### config.mk
export PLATFORM = sky130hd
export DESIGN_NAME = ast_top
export DESIGN_NICKNAME = d
export VERILOG_FILES = /design/src/common/ast_pkg.sv /design/src/ast_baud_gen.sv /design/src/ast_shifter.sv /design/src/ast_top.sv
export SDC_FILE = /design/constraint.sdc
export NUM_CORES = 1
export LEC_CHECK = 0
export ABC_AREA = 0
export BUFFER_PORTS_ARGS = -buffer_cell sky130_fd_sc_hd__buf_2
export CAP_MARGIN = 25
export CORE_ASPECT_RATIO = 1.25
export CORE_MARGIN = 1.5
export CORE_UTILIZATION = 59
export CTS_BUF_LIST = sky130_fd_sc_hd__clkbuf_16
export CTS_CLUSTER_DIAMETER = 100
export DETAILED_ROUTE_END_ITERATION = 7
export PLACE_DENSITY = 0.86
export SLEW_MARGIN = 40
export SYNTH_ARGS = -nofsm -noshare
export SYNTH_HDL_FRONTEND = slang
export SYNTH_SLANG_ARGS = --single-unit
### constraint.sdc
create_clock -name clk -period 2.75 [get_ports clk]
set_input_delay 0 -clock clk [delete_from_list [all_inputs] [get_ports clk]]
set_output_delay 0 -clock clk [all_outputs]
set_load 0.005 [all_outputs]
### src/common/ast_pkg.sv
package ast_pkg;
  // register offsets on the plain port
  localparam logic [3:0] ADDR_CTRL = 4'h0;
  localparam logic [3:0] ADDR_DATA = 4'h1;
  localparam logic [3:0] ADDR_DIV = 4'h2;
  localparam logic [3:0] ADDR_FLAG = 4'h3;
  localparam logic [3:0] ADDR_IEN = 4'h4;
  localparam logic [3:0] ADDR_PORT = 4'h5;
  // control field positions
  localparam int CTRL_NINTH_BIT = 0;
  localparam int CTRL_EMPTY_BIT = 1;
  localparam int CTRL_HIGH_SPEED_BIT = 2;
  localparam int CTRL_SYNC_BIT = 4;
  localparam int CTRL_ENABLE_BIT = 5;
  localparam int CTRL_NINE_BIT = 6;
  localparam int FLAG_TX_BIT = 4;
  localparam int IEN_TX_BIT = 4;
  localparam int PORT_SERIAL_PORT_ENABLE_BIT = 0;
  localparam int PORT_SLEEP_BIT = 1;
  // reset values
  localparam logic [7:0] CTRL_RESET = 8'h02;
  localparam logic [7:0] DIV_RESET = 8'h00;
  // oversampling terminal counts (ratio minus one) and frame shift counts
  localparam logic [5:0] OVS_HIGH = 6'h0F;
  localparam logic [5:0] OVS_LOW = 6'h3F;
  localparam logic [3:0] FRAME_BITS_8 = 4'h9;
  localparam logic [3:0] FRAME_BITS_9 = 4'hA;

  typedef struct packed {
    logic [3:0] addr;
    logic [7:0] wdata;
    logic wr;
    logic rd;
  } ast_bus_req_t;

  typedef struct packed {
    logic nine;
    logic high_speed;
    logic sync;
    logic enable;
    logic ninth;
  } ast_cfg_t;
endpackage

### src/ast_baud_gen.sv
`timescale 1ns/100ps
module ast_baud_gen
  import ast_pkg::*;
(
  // clock and reset
  input wire logic clk,
  input wire logic reset_n,
  // control
  input wire logic run,
  input wire logic high_speed,
  input wire logic [7:0] divisor,
  // enable pulses
  output logic tick,
  output logic shift_tick
);
  logic [7:0] div_reg;
  logic [5:0] ovs_reg;

  // 8-bit divider then x16 / x64 oversample prescaler
  always_ff @(posedge clk or negedge reset_n)
  begin
    if (!reset_n)
    begin
      div_reg <= 8'h00;
      ovs_reg <= 6'h00;
      tick <= 1'b0;
      shift_tick <= 1'b0;
    end
    else if (!run)
    begin
      div_reg <= 8'h00;
      ovs_reg <= 6'h00;
      tick <= 1'b0;
      shift_tick <= 1'b0;
    end
    else
    begin
      tick <= 1'b0;
      shift_tick <= 1'b0;
      if (div_reg >= divisor)
      begin
        div_reg <= 8'h00;
        tick <= 1'b1;
        if (ovs_reg >= (high_speed ? OVS_HIGH : OVS_LOW))
        begin
          ovs_reg <= 6'h00;
          shift_tick <= 1'b1;
        end
        else
        begin
          ovs_reg <= ovs_reg + 6'h01;
        end
      end
      else
      begin
        div_reg <= div_reg + 8'h01;
      end
    end
  end
endmodule

### src/ast_shifter.sv
`timescale 1ns/100ps
module ast_shifter
  import ast_pkg::*;
(
  // clock and reset
  input wire logic clk,
  input wire logic reset_n,
  // control
  input wire logic abort,
  input wire logic shift_tick,
  input wire logic load,
  input wire logic [8:0] load_data,
  input wire logic load_nine,
  // status and line
  output logic busy,
  output logic line
);
  logic [9:0] shift_reg;
  logic [3:0] left_reg;

  // frame: start low, data lsb first, stop high
  always_ff @(posedge clk or negedge reset_n)
  begin
    if (!reset_n)
    begin
      shift_reg <= 10'h3FF;
      left_reg <= 4'h0;
      busy <= 1'b0;
      line <= 1'b1;
    end
    else if (abort)
    begin
      shift_reg <= 10'h3FF;
      left_reg <= 4'h0;
      busy <= 1'b0;
      line <= 1'b1;
    end
    else if (load)
    begin
      shift_reg <= load_nine ? {load_data, 1'b0} : {1'b1, load_data[7:0], 1'b0};
      left_reg <= load_nine ? FRAME_BITS_9 : FRAME_BITS_8;
      busy <= 1'b1;
    end
    else if (busy && shift_tick)
    begin
      if (left_reg == 4'h0)
      begin
        busy <= 1'b0;
        line <= 1'b1;
      end
      else
      begin
        line <= shift_reg[0];
        shift_reg <= {1'b1, shift_reg[9:1]};
        left_reg <= left_reg - 4'h1;
      end
    end
  end
endmodule

### src/ast_top.sv
`timescale 1ns/100ps
// Summary of operation
// start, 8 or 9 data, one stop
// data bits leave lsb first
// dedicated 8-bit divider times bits
// x16 or x64 oversample by high speed
// transmitter independent, shared format and rate
// no hardware parity; ninth bit software
// transmitter halts during sleep; register port, flag and irq keep running
// asynchronous when clocked-mode bit clear
// shifter loads only after stop bit
// buffer move sets empty flag
// irq enable only gates request
// software cannot clear empty flag
// read-only shifter empty status bit
// enabling transmit sets empty flag
// shifting needs data and shift clock
// data before enable still starts
// empty shifter takes word straight through
// disable aborts, resets, releases pin
// nine-bit select and ninth bit value
// software writes ninth bit before data
// software follows documented setup order
// shift register not software addressable
// enabled idle line held high
module ast_top
  import ast_pkg::*;
#(
  parameter int DATA_W = 8
)
(
  // clock and reset
  input wire logic clk,
  input wire logic reset_n,
  // register port
  input wire ast_pkg::ast_bus_req_t bus_req,
  output logic [7:0] rdata,
  // transmit pin
  output logic tx_out,
  output logic tx_oe,
  // interrupt request
  output logic tx_irq
);
  import ast_pkg::*;

  logic [7:0] ctrl_reg;
  logic [7:0] divisor_reg;
  logic [DATA_W-1:0] holding_reg;
  logic holding_full_reg;
  logic holding_ninth_reg;
  logic flag_reg;
  logic irq_en_reg;
  logic serial_port_enable_reg;
  logic sleep_reg;
  logic enable_prev_reg;
  logic tick;
  logic shift_tick;
  logic busy;
  logic line;
  logic run;
  logic load;
  logic abort;
  logic wr_data;
  logic [7:0] rd_mux;
  ast_cfg_t cfg;

  function automatic logic hit(input ast_bus_req_t r, input logic [3:0] a);
    hit = r.addr == a;
  endfunction

  // nine-bit select and ninth bit value
  assign cfg = '{
    nine: ctrl_reg[CTRL_NINE_BIT],
    high_speed: ctrl_reg[CTRL_HIGH_SPEED_BIT],
    sync: ctrl_reg[CTRL_SYNC_BIT],
    enable: ctrl_reg[CTRL_ENABLE_BIT],
    ninth: ctrl_reg[CTRL_NINTH_BIT]
  };

  // halt in sleep
  // async only when clocked-mode clear
  assign run = cfg.enable && serial_port_enable_reg && !cfg.sync && !sleep_reg;
  // abort on disable
  assign abort = !run;
  assign wr_data = bus_req.wr && hit(bus_req, ADDR_DATA);
  // load after stop bit only
  // load also when enable comes later
  assign load = run && holding_full_reg && !busy;

  // dedicated 8-bit generator
  // rate select
  ast_baud_gen u_baud
  (
    .clk(clk),
    .reset_n(reset_n),
    .run(run),
    .high_speed(cfg.high_speed),
    .divisor(divisor_reg),
    .tick(tick),
    .shift_tick(shift_tick)
  );

  // frame format
  // lsb first
  // shifter only reachable inside
  ast_shifter u_shift
  (
    .clk(clk),
    .reset_n(reset_n),
    .abort(abort),
    .shift_tick(shift_tick),
    .load(load),
    .load_data({holding_ninth_reg, holding_reg}),
    .load_nine(cfg.nine),
    .busy(busy),
    .line(line)
  );

  // control register; bit 1 is status and not stored
  always_ff @(posedge clk or negedge reset_n)
  begin
    if (!reset_n)
    begin
      ctrl_reg <= CTRL_RESET;
    end
    else if (bus_req.wr && hit(bus_req, ADDR_CTRL))
    begin
      ctrl_reg <= bus_req.wdata & 8'h75;
    end
  end

  always_ff @(posedge clk or negedge reset_n)
  begin
    if (!reset_n)
    begin
      divisor_reg <= DIV_RESET;
      irq_en_reg <= 1'b0;
      serial_port_enable_reg <= 1'b0;
      sleep_reg <= 1'b0;
    end
    else if (bus_req.wr)
    begin
      if (hit(bus_req, ADDR_DIV))
      begin
        divisor_reg <= bus_req.wdata;
      end
      if (hit(bus_req, ADDR_IEN))
      begin
        irq_en_reg <= bus_req.wdata[IEN_TX_BIT];
      end
      if (hit(bus_req, ADDR_PORT))
      begin
        serial_port_enable_reg <= bus_req.wdata[PORT_SERIAL_PORT_ENABLE_BIT];
        sleep_reg <= bus_req.wdata[PORT_SLEEP_BIT];
      end
    end
  end

  // holding buffer; ninth bit captured with data
  always_ff @(posedge clk or negedge reset_n)
  begin
    if (!reset_n)
    begin
      holding_reg <= '0;
      holding_ninth_reg <= 1'b0;
      holding_full_reg <= 1'b0;
    end
    else if (wr_data)
    begin
      holding_reg <= bus_req.wdata[DATA_W-1:0];
      // ninth bit must already be written
      holding_ninth_reg <= cfg.ninth;
      holding_full_reg <= 1'b1;
    end
    else if (load)
    begin
      // straight through when shifter idle
      holding_full_reg <= 1'b0;
    end
  end

  // empty flag; a data write in the transfer cycle leaves it clear
  always_ff @(posedge clk or negedge reset_n)
  begin
    if (!reset_n)
    begin
      flag_reg <= 1'b0;
      enable_prev_reg <= 1'b0;
    end
    else
    begin
      enable_prev_reg <= cfg.enable;
      // only a data write clears
      if (wr_data)
      begin
        flag_reg <= 1'b0;
      end
      // transfer sets flag
      // enable rising sets flag
      else if (load || (cfg.enable && !enable_prev_reg))
      begin
        flag_reg <= 1'b1;
      end
    end
  end

  // no parity logic: ninth bit passes as written
  // receiver absent; shared settings live here
  always_comb
  begin
    rd_mux = 8'h00;
    case (bus_req.addr)
      ADDR_CTRL:
      begin
        rd_mux = ctrl_reg;
        // shifter empty status
        rd_mux[CTRL_EMPTY_BIT] = !busy;
      end
      ADDR_DIV: rd_mux = divisor_reg;
      ADDR_FLAG: rd_mux[FLAG_TX_BIT] = flag_reg;
      ADDR_IEN: rd_mux[IEN_TX_BIT] = irq_en_reg;
      ADDR_PORT: rd_mux = {6'h00, sleep_reg, serial_port_enable_reg};
      default: rd_mux = 8'h00;
    endcase
  end

  // data register reads back the last word written
  always_ff @(posedge clk or negedge reset_n)
  begin
    if (!reset_n)
    begin
      rdata <= 8'h00;
    end
    else if (bus_req.rd)
    begin
      rdata <= (bus_req.addr == ADDR_DATA) ? holding_reg : rd_mux;
    end
    else
    begin
      rdata <= 8'h00;
    end
  end

  // pin driven only while transmitter runs
  always_ff @(posedge clk or negedge reset_n)
  begin
    if (!reset_n)
    begin
      tx_out <= 1'b1;
      tx_oe <= 1'b0;
      tx_irq <= 1'b0;
    end
    else
    begin
      // idle high
      tx_out <= run ? line : 1'b1;
      // release pin
      tx_oe <= run;
      // enable gates only the request
      tx_irq <= flag_reg && irq_en_reg;
    end
  end

  // no start bit before a shift tick
  AST_NO_EARLY_START: assert property (@(posedge clk) disable iff (!reset_n)
    $fell(line) |-> $past(shift_tick))
    else $error("line left idle without shift tick");

  // disable releases pin
  AST_ABORT_RELEASE: assert property (@(posedge clk) disable iff (!reset_n)
    !run |=> !tx_oe && tx_out)
    else $error("pin not released on disable");

  // transfer sets flag
  AST_LOAD_SETS_FLAG: assert property (@(posedge clk) disable iff (!reset_n)
    load && !wr_data |=> flag_reg && !holding_full_reg)
    else $error("transfer did not set empty flag");

  // data write clears flag
  AST_WRITE_CLEARS: assert property (@(posedge clk) disable iff (!reset_n)
    wr_data |=> !flag_reg && holding_full_reg)
    else $error("data write did not clear flag");

  // flag otherwise holds
  AST_FLAG_HOLDS: assert property (@(posedge clk) disable iff (!reset_n)
    flag_reg && !wr_data |=> flag_reg)
    else $error("flag cleared without data write");

  // enable sets flag
  AST_ENABLE_FLAG: assert property (@(posedge clk) disable iff (!reset_n)
    $rose(cfg.enable) && !wr_data |=> flag_reg)
    else $error("enable did not set flag");

  // shifter starts by load
  AST_NO_LOAD_BUSY: assert property (@(posedge clk) disable iff (!reset_n)
    busy && !$past(busy) |-> $past(load))
    else $error("shifter started without load");

  // enable gates request
  AST_IRQ_GATE: assert property (@(posedge clk) disable iff (!reset_n)
    tx_irq |-> $past(flag_reg) && $past(irq_en_reg))
    else $error("irq without flag and enable");

  // empty status read
  AST_EMPTY_STATUS: assert property (@(posedge clk) disable iff (!reset_n)
    bus_req.rd && bus_req.addr == ADDR_CTRL |=> rdata[CTRL_EMPTY_BIT] == !$past(busy))
    else $error("empty status wrong");

  // clocked mode halts pin
  AST_SYNC_HALT: assert property (@(posedge clk) disable iff (!reset_n)
    cfg.sync |=> !tx_oe)
    else $error("pin driven in clocked mode");

  // shift clock from divider
  AST_SHIFT_ON_TICK: assert property (@(posedge clk) disable iff (!reset_n)
    shift_tick |-> tick)
    else $error("shift tick without divider tick");

  // idle shifter takes word
  AST_PASS_THROUGH: assert property (@(posedge clk) disable iff (!reset_n)
    load |=> busy)
    else $error("load did not start shifter");

  // idle line high
  AST_IDLE_HIGH: assert property (@(posedge clk) disable iff (!reset_n)
    run && !busy |=> tx_out)
    else $error("idle line not high");

  // enabled pin driven
  AST_PIN_DRIVEN: assert property (@(posedge clk) disable iff (!reset_n)
    run |=> tx_oe)
    else $error("pin not driven while enabled");

  // ninth bit captured
  AST_NINE_CAPTURE: assert property (@(posedge clk) disable iff (!reset_n)
    wr_data |=> holding_ninth_reg == $past(cfg.ninth))
    else $error("ninth bit not captured with data");

  // sleep halts pin
  AST_SLEEP_HALT: assert property (@(posedge clk) disable iff (!reset_n)
    sleep_reg |=> !tx_oe)
    else $error("pin driven during sleep");

  // abort empties shifter
  AST_ABORT_EMPTY: assert property (@(posedge clk) disable iff (!reset_n)
    !run |=> !busy)
    else $error("shifter busy after disable");

  // line high after frame
  AST_STOP_HIGH: assert property (@(posedge clk) disable iff (!reset_n)
    $fell(busy) |-> line)
    else $error("line low after frame end");

  // flag readable on bus
  AST_FLAG_READ: assert property (@(posedge clk) disable iff (!reset_n)
    bus_req.rd && bus_req.addr == ADDR_FLAG |=> rdata[FLAG_TX_BIT] == $past(flag_reg))
    else $error("empty flag read wrong");
endmodule

# Word level (Yosys, flattened, before mapping)
# Cells that the tools add are included.
# Widths: inputs -> output; s select.
# word_totals
ff_bits	71
input_bits	16
output_inout_bits	11
word_cells	99
# op_classes
addsub	3
order_cmp	2
n_eq_ne	11
mux	37
n_reduce_logical	25
# op_table
op	n
$mux 10	5
$mux 8	4
$mux 6	4
$mux 1	16
$mux 4	4
$pmux 4 s3	1
$reduce_and 2->1	6
$logic_and 1x1->1	10
$add 8x1->8 const B	1
$eq 4x2->1 const B	2
$eq 4x3->1 const B	2
$ge 8x8->1	1
$logic_not 4->1	2
$add 6x1->6 const B	1
$ge 6x6->1	1
$ne 3x1->1 const B	2
$pmux 3 s2	1
$eq 4x1->1 const B	1
$logic_not 1->1	4
$ne 2x1->1 const B	2
$pmux 1 s4	1
$reduce_bool 2->1	2
$sub 4x1->4 const B	1
$ne 3x3->1 const B	1
other kinds (3)	3

# Longest topological paths before layout
# Gate-level depths: netlist of the first run.
# logic_depth
word_depth	8
depth_mapped	8

# By module
# Synthesis of the first run repeated with hierarchy kept, for this count alone.
# hier_totals
cells_unflattened	321
hier_area_um2	3616.0
# modules_own_cells
module	instances	cells_each	area_per_inst_um2
ast_top	1	126	1707.9
ast_baud_gen	1	101	1018.5
ast_shifter	1	94	889.6

# Worst setup path before layout of the first run
# No wires, ideal clock.
# synth_path
kind	register to register
start	register u_baud.div_reg[0]
end	register u_baud.ovs_reg[0]
arrival_ps	1842
required_time_ps	2670
setup_slack_ps	828
path_stages_with_launch	9
n_path_buf	1
period_less_slack_ps	1922
path_cell_list	dfrtp_1 inv_1 ha_1 nand2b_1 a2111o_1 a21oi_1 buf_4 nand2_1 mux2i_1
# synth_between
elab_chain_cells	2
# synth_rtl
element	line	rtl
start, declared	ast_baud_gen.sv:16	logic [7:0] div_reg;
start signal, assigned	ast_baud_gen.sv:56	div_reg <= div_reg + 8'h01;
$ge 8x8->1	ast_baud_gen.sv:40	if (div_reg >= divisor)
$ne 2x1->1 (no source line)	--	
end signal, assigned	ast_baud_gen.sv:51	ovs_reg <= ovs_reg + 6'h01;
end, declared	ast_baud_gen.sv:17	logic [5:0] ovs_reg;
# Every way passes these cells.
# A chain may end at the register's enable or synchronous reset.

# Worst setup path after layout of the first run
# layout_path
start	register divisor_reg[0]
end	register u_baud.ovs_reg[0]
# layout_between
elab_chain_cells	2
# layout_rtl
element	line	rtl
start, declared	ast_top.sv:47	logic [7:0] divisor_reg;
start signal, assigned	ast_top.sv:145	divisor_reg <= bus_req.wdata;
$ge 8x8->1	ast_baud_gen.sv:40	
$ne 2x1->1 (no source line)	--	
# Every way passes these cells.

==> flow_metrics.env, run 1 <==
export IMPL_setup_viol=0
export IMPL_fill_cells=371
export IMPL_finalWorstSetupSlack_ps=628
export IMPL_r2r_slack_ps=630
export IMPL_final_cell_mix="dfrtp_1 (58), nand2_1 (27), buf_2 (26)"
export IMPL_core_region_area_um2=5480
export IMPL_avgViaCountPerCell=5.98
export IMPL_post_route_period_util=0.772
export IMPL_clkTransAtPathRegs_ps=60
export IMPL_port_buffers=26
export IMPL_startpoint="divisor_reg[0]$_DFFE_PN0P_"
export IMPL_first_iter_violations=213
export IMPL_synth_warning_count=0
export IMPL_endpoint="u_baud.ovs_reg[0]$_DFFE_PN0P_"
export IMPL_avgSynthCellArea_um2=10.6
export IMPL_ys_types=43
export IMPL_clock_sinks=70
export IMPL_wl_um=7430
export IMPL_drive_gt1_frac=0.236
export IMPL_first_pass_iters=4
export IMPL_fin_util=0.726
export IMPL_clock_latency_ps=340
export IMPL_htree_levels=3
export IMPL_endpoint_kind="register"
export IMPL_antenna_found_initial=0
export IMPL_place_area_um2=3530
export IMPL_ioPinCount=27
export IMPL_drtAntennaViolNets=0
export IMPL_drv_cap=0
export IMPL_ys_seq_elements=70
export IMPL_stdcell_count=424
export IMPL_p_clk_frac=0.418
export IMPL_cp_arrival_ps=2370
export IMPL_final_max_slew_violation_count=0
export IMPL_clock_fmax_ghz=0.471
export IMPL_cp_max_fo=13
export IMPL_hold_viol=0
export IMPL_worstMarginPinSlew_ps=650
export IMPL_largest_reg_flops=10
export IMPL_comb_power_share=0.149
export IMPL_vias=2534
export IMPL_pwr_share_seq=0.433
export IMPL_place_ws_ps=639
export IMPL_cts_tree="built"
export IMPL_num_rows=30
export IMPL_startpoint_type="register"
export IMPL_hold_ws_ps=115
export IMPL_antenna_cells=0
export IMPL_die_h_um=87.6
export IMPL_grt_pass1_vias=2512
export IMPL_min_period_ps=2120
export IMPL_p_sw_mw=0.783
export IMPL_p_int_mw=2.14
export IMPL_required_ps=3000
export IMPL_finalSetupTns_ps=0
export IMPL_grt_setup_unrepaired="no"
export IMPL_track_usage=0.260
export IMPL_pwr_density_cell_nw_per_um2=734
export IMPL_nNetsFinal=385
export IMPL_cts_buffer_depth=2
export IMPL_grt_max_degree=71
export IMPL_die_w_um=70.7
export IMPL_drc=0
export IMPL_p_total_mw=2.92
export IMPL_grt_pass1_wl_um=12200
export IMPL_dpl_hpwl_um=4950
export IMPL_synth_cells=317
export IMPL_start_util=0.616
export IMPL_final_area_um2=3980
export IMPL_die_area_um2=6190
export IMPL_synth_ff_type="dfrtp_1"
export IMPL_syn_nets=347
export IMPL_post_drt_wl_per_cell_um=17.5
export IMPL_relSlewSlack=0.567
export IMPL_clockRootBuffer="clkbuf_16"
export IMPL_final_common_cell="dfrtp_1"
export IMPL_r2r_start="divisor_reg[0]$_DFFE_PN0P_"
export IMPL_cts_made_buffers=9
export IMPL_syn_to_final_growth_pct=17.9
export IMPL_gr_total_overflow=0
export IMPL_status="complete, no violations"
export IMPL_reg2reg_depth=7
export IMPL_r2r_end="u_baud.ovs_reg[0]$_DFFE_PN0P_"
export IMPL_place_inst=395
export IMPL_critPathKind="register to register"
export IMPL_ir_drop_uv=572
export IMPL_p_sw_frac=0.268
export IMPL_synth_area_um2=3380
export IMPL_place_congestion=0.886
export IMPL_p_leak_nw=1.90
export IMPL_async_flop_share=1.00
export IMPL_cts_resized_gates=0
export IMPL_synth_edf_count=0
export IMPL_worstHoldPathType="input pin to register"
export IMPL_seq_area_frac_synth=0.523
export IMPL_fin_skew_ps=7.71
## repair_timing
item / in CTS / in global routing
buffers inserted: 0 / 0
hold buffers: 13 / 0
hold endpoints to repair: 89 / 0
setup endpoints to repair: 0 / 0
## layout make-up
| cell class | count | area, um2 | area share |
|---|---|---|---|
| tap | 64 | 80.1 | 0.0201 |
| sequential | 70 | 1770 | 0.444 |
| clock inverter | 7 | 88.8 | 0.0223 |
| inverter | 16 | 60.1 | 0.0151 |
| clock buffer | 9 | 225 | 0.0566 |
| timing repair buffer | 42 | 287 | 0.0720 |
| multi-input combinational | 216 | 1470 | 0.370 |
## cells in the mapped netlist (5+ instances only)
cell      number  area (um2)
a21oi_1       14        70.1
and3_1        15        93.8
clkbuf_1       9        33.8
dfrtp_1       58        1450
dfstp_2       12         315
ha_1          14         175
inv_1         16        60.1
mux2_2        25         282
nand2_1       27         101
nand3_1       13        65.1
nor2_1        26        97.6
nor2b_1        6        37.5
nor3_1         7        35.0
o21ai_0       20         100
xor2_1         5        43.8
## routing by layer
metal	global-route usage	part of all wire
met4	0.106	0.019
met3	0.0621	0.040
met5	0	0
met2	0.429	0.51
met1	0.335	0.44
## cells by family (layout without fill, tap and decap cells)
| logic type | Yosys count | count (layout) | synth area share |
|---|---|---|---|
| AO/OA/AOI/OAI | 52 | 52 | 0.0927 |
| XOR/XNOR | 8 | 8 | 0.0208 |
| adder cells (fa/ha/maj) | 14 | 14 | 0.0519 |
| buffers and inverters | 31 | 74 | 0.0411 |
| flip-flops | 70 | 70 | 0.523 |
| multiplexers | 29 | 29 | 0.0990 |
| AND/OR/NAND/NOR | 113 | 113 | 0.171 |
## critical path: stages, from the launching register on
cell and delay (ps):
dfrtp_1 420, ha_1 320, nand2b_1 170, a2111o_1 410
a21oi_1 150, buf_4 200, nand2_1 190, mux2i_1 190
## how the worst min path moves through the flow
stage,startpoint,to,slack (ps),cells past startpoint
2_1_floorplan,reset_n,ctrl_reg[0]$_DFFE_PN0P_,-300,0
5_1_grt,bus_req[11],rdata[2]$_DFF_PN0_,150,3
6_report,bus_req[11],rdata[2]$_DFF_PN0_,110,3
3_3_place_gp,bus_req[13],rdata[4]$_DFF_PN0_,190,2
4_1_cts,bus_req[11],rdata[2]$_DFF_PN0_,100,3
3_5_place_dp,reset_n,tx_oe$_DFF_PN0_,140,2
## power by group through the flow
stage	Combinational (mW)	Clock [mW]	Sequential, mW
after floorplan	0.297	0	1.24
after global placement	0.391	0	1.27
after detailed placement	0.412	0	1.28
after CTS	0.438	1.23	1.26
after global routing	0.492	1.27	1.28
final	0.435	1.22	1.26
Note: power is estimated with default switching activity, not from simulation.
==> inputs of run 2 (changes only) <==
--- a/config.mk
+++ b/config.mk
@@ -5,16 +5,16 @@
 export SDC_FILE = /design/constraint.sdc
 export NUM_CORES = 1
 export LEC_CHECK = 0
-export ABC_AREA = 0
+export ABC_AREA = 1
 export BUFFER_PORTS_ARGS = -buffer_cell sky130_fd_sc_hd__buf_2
 export CAP_MARGIN = 25
 export CORE_ASPECT_RATIO = 1.25
 export CORE_MARGIN = 1.5
-export CORE_UTILIZATION = 59
+export CORE_UTILIZATION = 60
 export CTS_BUF_LIST = sky130_fd_sc_hd__clkbuf_16
 export CTS_CLUSTER_DIAMETER = 100
 export DETAILED_ROUTE_END_ITERATION = 7
-export PLACE_DENSITY = 0.86
+export PLACE_DENSITY = 0.87
 export SLEW_MARGIN = 40
 export SYNTH_ARGS = -nofsm -noshare
 export SYNTH_HDL_FRONTEND = slang
==> constraint.sdc (replaced) <==
create_clock -name clk -period 2.12 [get_ports clk]
set_input_delay 0 -clock clk [delete_from_list [all_inputs] [get_ports clk]]
set_output_delay 0 -clock clk [all_outputs]
set_load 0.005 [all_outputs]
==> flow_metrics.env, run 2 <==
export IMPL_final_common_cell="nand2_1"
export IMPL_clockRootBuffer="clkbuf_16"
export IMPL_start_util=0.616
export IMPL_port_buffers=26
export IMPL_async_flop_share=1.00
export IMPL_grt_pass1_wl_um=12400
export IMPL_first_pass_iters=7
export IMPL_nNetsFinal=479
export IMPL_drive_gt1_frac=0.205
export IMPL_critPathKind="register to register"
export IMPL_grt_setup_unrepaired="no"
export IMPL_hold_ws_ps=58.4
export IMPL_final_max_slew_violation_count=0
export IMPL_synth_warning_count=0
export IMPL_place_area_um2=3730
export IMPL_post_route_period_util=0.874
export IMPL_gr_total_overflow=0
export IMPL_grt_pass1_vias=2819
export IMPL_worstMarginPinSlew_ps=478
export IMPL_drtAntennaViolNets=0
export IMPL_antenna_found_initial=0
export IMPL_yosys_cell_count_top_type="nand2_1"
export IMPL_status="complete, no violations"
export IMPL_cp_max_fo=8
export IMPL_ir_drop_uv=727
export IMPL_seq_area_frac_synth=0.500
export IMPL_first_iter_violations=221
export IMPL_finalSetupTns_ps=0
export IMPL_min_period_ps=1850
export IMPL_synth_area_um2=3530
export IMPL_ioPinCount=27
export IMPL_dpl_hpwl_um=5290
export IMPL_die_h_um=88.8
export IMPL_worstHoldPathType="input pin to register"
export IMPL_drc=0
export IMPL_fill_cells=408
export IMPL_clkTransAtPathRegs_ps=60
export IMPL_largest_reg_flops=10
export IMPL_fin_skew_ps=5.33
export IMPL_avgSynthCellArea_um2=8.72
export IMPL_ys_types=34
export IMPL_p_leak_nw=2.11
export IMPL_min_from="bus_req[1]"
export IMPL_synth_common_cells="nand2_1 (105), dfrtp_1 (58), inv_1 (49)"
export IMPL_vias=2887
export IMPL_track_usage=0.255
export IMPL_synthTopCellsByArea="dfrtp_1 (41%), nand2_1 (11%), dfstp_2 (8.9%), inv_1 (5.2%), ha_1 (5.0%)"
export IMPL_cts_resized_gates=0
export IMPL_die_area_um2=6360
export IMPL_synth_top_area_share=0.411
export IMPL_clock_latency_ps=330
export IMPL_relSlewSlack=0.679
export IMPL_drv_cap=0
export IMPL_synth_top_area_cell="dfrtp_1"
export IMPL_synth_ff_type="dfrtp_1"
export IMPL_post_cts_buffers=0
export IMPL_grt_max_degree=71
export IMPL_cts_made_buffers=9
export IMPL_synth_edf_count=0
export IMPL_place_congestion=0.852
export IMPL_syn_nets=435
export IMPL_postCtsHoldBufs=10
export IMPL_post_drt_wl_per_cell_um=14.0
export IMPL_cts_buffer_depth=2
export IMPL_antenna_cells=0
export IMPL_avgViaCountPerCell=5.55
export IMPL_startpoint="divisor_reg[5]$_DFFE_PN0P_"
export IMPL_startpoint_type="register"
export IMPL_wl_um=7310
export IMPL_final_area_um2=4150
export IMPL_synth_cells=405
export IMPL_die_w_um=71.6
export IMPL_clock_fmax_ghz=0.540
export IMPL_endpoint_kind="register"
export IMPL_r2r_start="divisor_reg[5]$_DFFE_PN0P_"
export IMPL_cts_tree="built"
export IMPL_pwr_density_cell_nw_per_um2=901
export IMPL_cp_arrival_ps=2070
export IMPL_required_ps=2340
export IMPL_core_region_area_um2=5740
export IMPL_final_cell_mix="nand2_1 (105), dfrtp_1 (58), inv_1 (49)"
export IMPL_clock_sinks=70
export IMPL_num_rows=31
export IMPL_htree_levels=3
export IMPL_ys_seq_elements=70
export IMPL_hold_viol=0
export IMPL_syn_to_final_growth_pct=17.6
export IMPL_setup_viol=0
[run 2: changes by cell type after synthesis, moves of 6 or more]
cell and delta:
nand2_1 +78, inv_1 +33, mux2_2 -25, and3_1 -15, o21ai_2 +13, nand3_1 +12, clkbuf_1 -9, nand4_1 +7
nor2_1 +7, nor2b_1 -6, nor3_1 -6, o21ai_1 +6
[run 2: final cells by class]
cell class	count	area [um2]	area share
clock buffers	9	225	0.0542
repair buffers	38	258	0.0620
well taps	66	82.6	0.0199
clock inverters	7	98.8	0.0238
multi-input cells	275	1510	0.364
inverters	55	213	0.0512
flip-flops and latches	70	1770	0.425
[run 2: worst paths after layout]
| path | slack (ps) | end | cells past startpoint |
|---|---|---|---|
| setup reg to reg | 270 | u_baud.ovs_reg[1]$_DFFE_PN0P_ | 8 |
| min in group asynchronous | 230 | u_shift.left_reg[0]$_DFFE_PN0P_ | 3 |
| hold reg to reg | 470 | u_shift.shift_reg[5]$_DFFE_PN1P_ | 2 |
| setup / recovery | 270 | u_baud.ovs_reg[1]$_DFFE_PN0P_ | 8 |
| max in group asynchronous | 1570 | u_shift.line$_DFFE_PN1P_ | 3 |
| hold / removal | 60 | irq_en_reg$_DFFE_PN0P_ | 3 |
[run 2: worst max-delay path: stages, from the launching register on]
cell     delay [ps]
dfrtp_1         390
inv_1            60
ha_1            320
a21oi_1         130
nor2_1           60
nor2_2          250
nand3_1         300
nand3_1         160
nand2_1          60
[run 2: where the power goes]
group | internal, mW | total, mW | switching (mW)
sequential | 1.51 | 1.63 | 0.118
combinational | 0.186 | 0.523 | 0.337
clock | 1.03 | 1.60 | 0.564
total | 2.72 | 3.74 | 1.02
[run 2: per-layer routing]
layer  vias up  global-route usage  wire, um
met1      1364               0.304      3010
met2       106               0.406      3610
met4         0               0.182       313
met3        27              0.0592       372
met5         -                   0         0
li1       1390                   -         -
[run 2: cells by family after synthesis]
family / count (synthesis) / synth area share
AOI/OAI and AO/OA: 63 / 0.112
xor gates and xnor gates: 9 / 0.0223
adders and majority gates: 14 / 0.0496
buffers and inverters: 60 / 0.0726
DFF: 70 / 0.500
and+or+nand+nor: 189 / 0.244
[run 2: stage by stage]
stage | total power, mW | instances | util | setup slack, ps
4_1_cts | 3.77 | 520 | 0.724 | 309
2_1_floorplan | 1.97 | 405 | - | 588
3_3_place_gp | 2.11 | 494 | 0.650 | 465
3_5_place_dp | 2.15 | 494 | 0.650 | 320
5_1_grt | 3.92 | 520 | 0.724 | 111
6_report | 3.74 | 520 | 0.724 | 267
==> inputs of run 3 (changes only) <==
--- a/config.mk
+++ b/config.mk
@@ -14,7 +14,7 @@
 export CTS_BUF_LIST = sky130_fd_sc_hd__clkbuf_16
 export CTS_CLUSTER_DIAMETER = 100
 export DETAILED_ROUTE_END_ITERATION = 7
-export PLACE_DENSITY = 0.87
+export PLACE_DENSITY = 0.8
 export SLEW_MARGIN = 40
 export SYNTH_ARGS = -nofsm -noshare
 export SYNTH_HDL_FRONTEND = slang
==> flow_metrics.env, run 3 (synthesis results as in run 2) <==
export IMPL_drc=0
export IMPL_grt_pass1_wl_um=12800
export IMPL_final_cell_mix="nand2_1 (105), dfrtp_1 (58), inv_1 (49)"
export IMPL_p_leak_nw=2.11
export IMPL_hold_viol=0
export IMPL_gr_total_overflow=0
export IMPL_stdcell_count=520
export IMPL_place_congestion=0.845
export IMPL_fin_util=0.721
export IMPL_place_area_um2=3720
export IMPL_grt_max_degree=26
export IMPL_finalSetupTns_ps=0
export IMPL_startpoint_type="register"
export IMPL_post_cts_buffers=0
export IMPL_track_usage=0.265
export IMPL_critPathKind="register to register"
export IMPL_p_total_mw=3.77
export IMPL_wl_um=7700
export IMPL_cts_tree="built"
export IMPL_num_rows=31
export IMPL_post_drt_wl_per_cell_um=14.8
export IMPL_relSlewSlack=0.648
export IMPL_setup_viol=0
export IMPL_htree_levels=3
export IMPL_place_ws_ps=371
export IMPL_first_pass_iters=7
export IMPL_drv_cap=0
export IMPL_cp_arrival_ps=2040
export IMPL_status="complete, no violations"
export IMPL_clockRootBuffer="clkbuf_16"
export IMPL_core_region_area_um2=5740
export IMPL_drtAntennaViolNets=0
export IMPL_antenna_cells=0
export IMPL_start_util=0.616
export IMPL_final_max_slew_violation_count=0
export IMPL_cp_max_fo=8
export IMPL_drive_gt1_frac=0.207
export IMPL_clkTransAtPathRegs_ps=60
export IMPL_clock_sinks=70
export IMPL_min_period_ps=1820
export IMPL_port_buffers=26
export IMPL_post_route_period_util=0.859
export IMPL_avgViaCountPerCell=5.44
export IMPL_ir_drop_uv=630
export IMPL_worstHoldPathType="input pin to register"
export IMPL_die_w_um=71.6
export IMPL_grt_setup_unrepaired="no"
export IMPL_final_area_um2=4140
export IMPL_required_ps=2340
export IMPL_final_common_cell="nand2_1"
export IMPL_place_inst=495
export IMPL_dpl_hpwl_um=5330
export IMPL_die_area_um2=6360
export IMPL_finalWorstSetupSlack_ps=300
export IMPL_die_h_um=88.8
export IMPL_largest_reg_flops=10
export IMPL_cts_buffer_depth=2
export IMPL_fin_skew_ps=3.61
export IMPL_cts_made_buffers=9
export IMPL_nNetsFinal=479
export IMPL_grt_pass1_vias=2659
export IMPL_pwr_density_cell_nw_per_um2=910
export IMPL_endpoint_kind="register"
export IMPL_vias=2828
export IMPL_first_iter_violations=265
export IMPL_syn_to_final_growth_pct=17.1
export IMPL_worstMarginPinSlew_ps=525
export IMPL_clock_fmax_ghz=0.549
export IMPL_antenna_found_initial=0
export IMPL_fill_cells=435
export IMPL_hold_ws_ps=17.0
export IMPL_clock_latency_ps=330
export IMPL_ioPinCount=27
-- run 3: changes by cell type in the layout (fill, tap and decap cells not counted), sizes merged --
| cell | previous run | this run |
|---|---|---|
| dlygate4sd3 | 10 | 9 |
| buf | 28 | 29 |
| inv | 54 | 55 |
| clkinv | 5 | 3 |
| clkinvlp | 1 | 2 |
-- run 3: path summary, 6_finish.rpt --
| check | from | to | slack [ps] | depth (start not counted) |
|---|---|---|---|---|
| worst max register to register | divisor_reg[7]$_DFFE_PN0P_ | u_baud.ovs_reg[3]$_DFFE_PN0P_ | 300 | 7 |
| worst max-delay path | divisor_reg[7]$_DFFE_PN0P_ | u_baud.ovs_reg[3]$_DFFE_PN0P_ | 300 | 7 |
| worst min-delay path | bus_req[6] | holding_reg[4]$_DFFE_PN0P_ | 20 | 3 |
| worst min register to register | holding_ninth_reg$_DFFE_PN0P_ | holding_ninth_reg$_DFFE_PN0P_ | 480 | 2 |
| min in group asynchronous | reset_n | holding_reg[0]$_DFFE_PN0P_ | 180 | 2 |
| max in group asynchronous | reset_n | u_shift.shift_reg[8]$_DFFE_PN1P_ | 1180 | 3 |
-- run 3: what timing repair did --
item                                   4_1_cts  5_1_grt
setup endpoints to repair                    0        0
hold buffers                                 9        0
resized for setup                            0        0
endpoints found under the hold margin       34        0
-- run 3: worst max-delay path, cell delays in order, from the launching register on --
cell	delay, ps
dfrtp_1	370
inv_1	50
ha_1	300
a21o_1	170
nor2_2	280
nand3_1	300
nand3_1	160
nand2_1	70
-- run 3: metal layers --
metal  GRT usage  share of wire  routed length (um)  up-vias
met4       0.111          0.020                 157        0
met3      0.0319          0.035                 266       13
li1            -              -                   -     1393
met2       0.456           0.52                3990       65
met5           0              0                   0        -
met1       0.339           0.43                3290     1357
-- run 3: final cells by class --
class                      instances  area [um2]  area share
clock inverter                     7        97.6      0.0236
multi-input combinational        275        1510       0.365
tap                               66        82.6      0.0200
timing repair buffer              38         243      0.0587
sequential                        70        1770       0.427
inverter                          55         213      0.0514
clock buffer                       9         225      0.0544
-- run 3: power by group --
| part | internal [mW] | switching (mW) | total, mW |
|---|---|---|---|
| registers | 1.51 | 0.119 | 1.63 |
| clock network | 1.03 | 0.586 | 1.62 |
| logic | 0.183 | 0.340 | 0.523 |
| total | 2.72 | 1.04 | 3.77 |
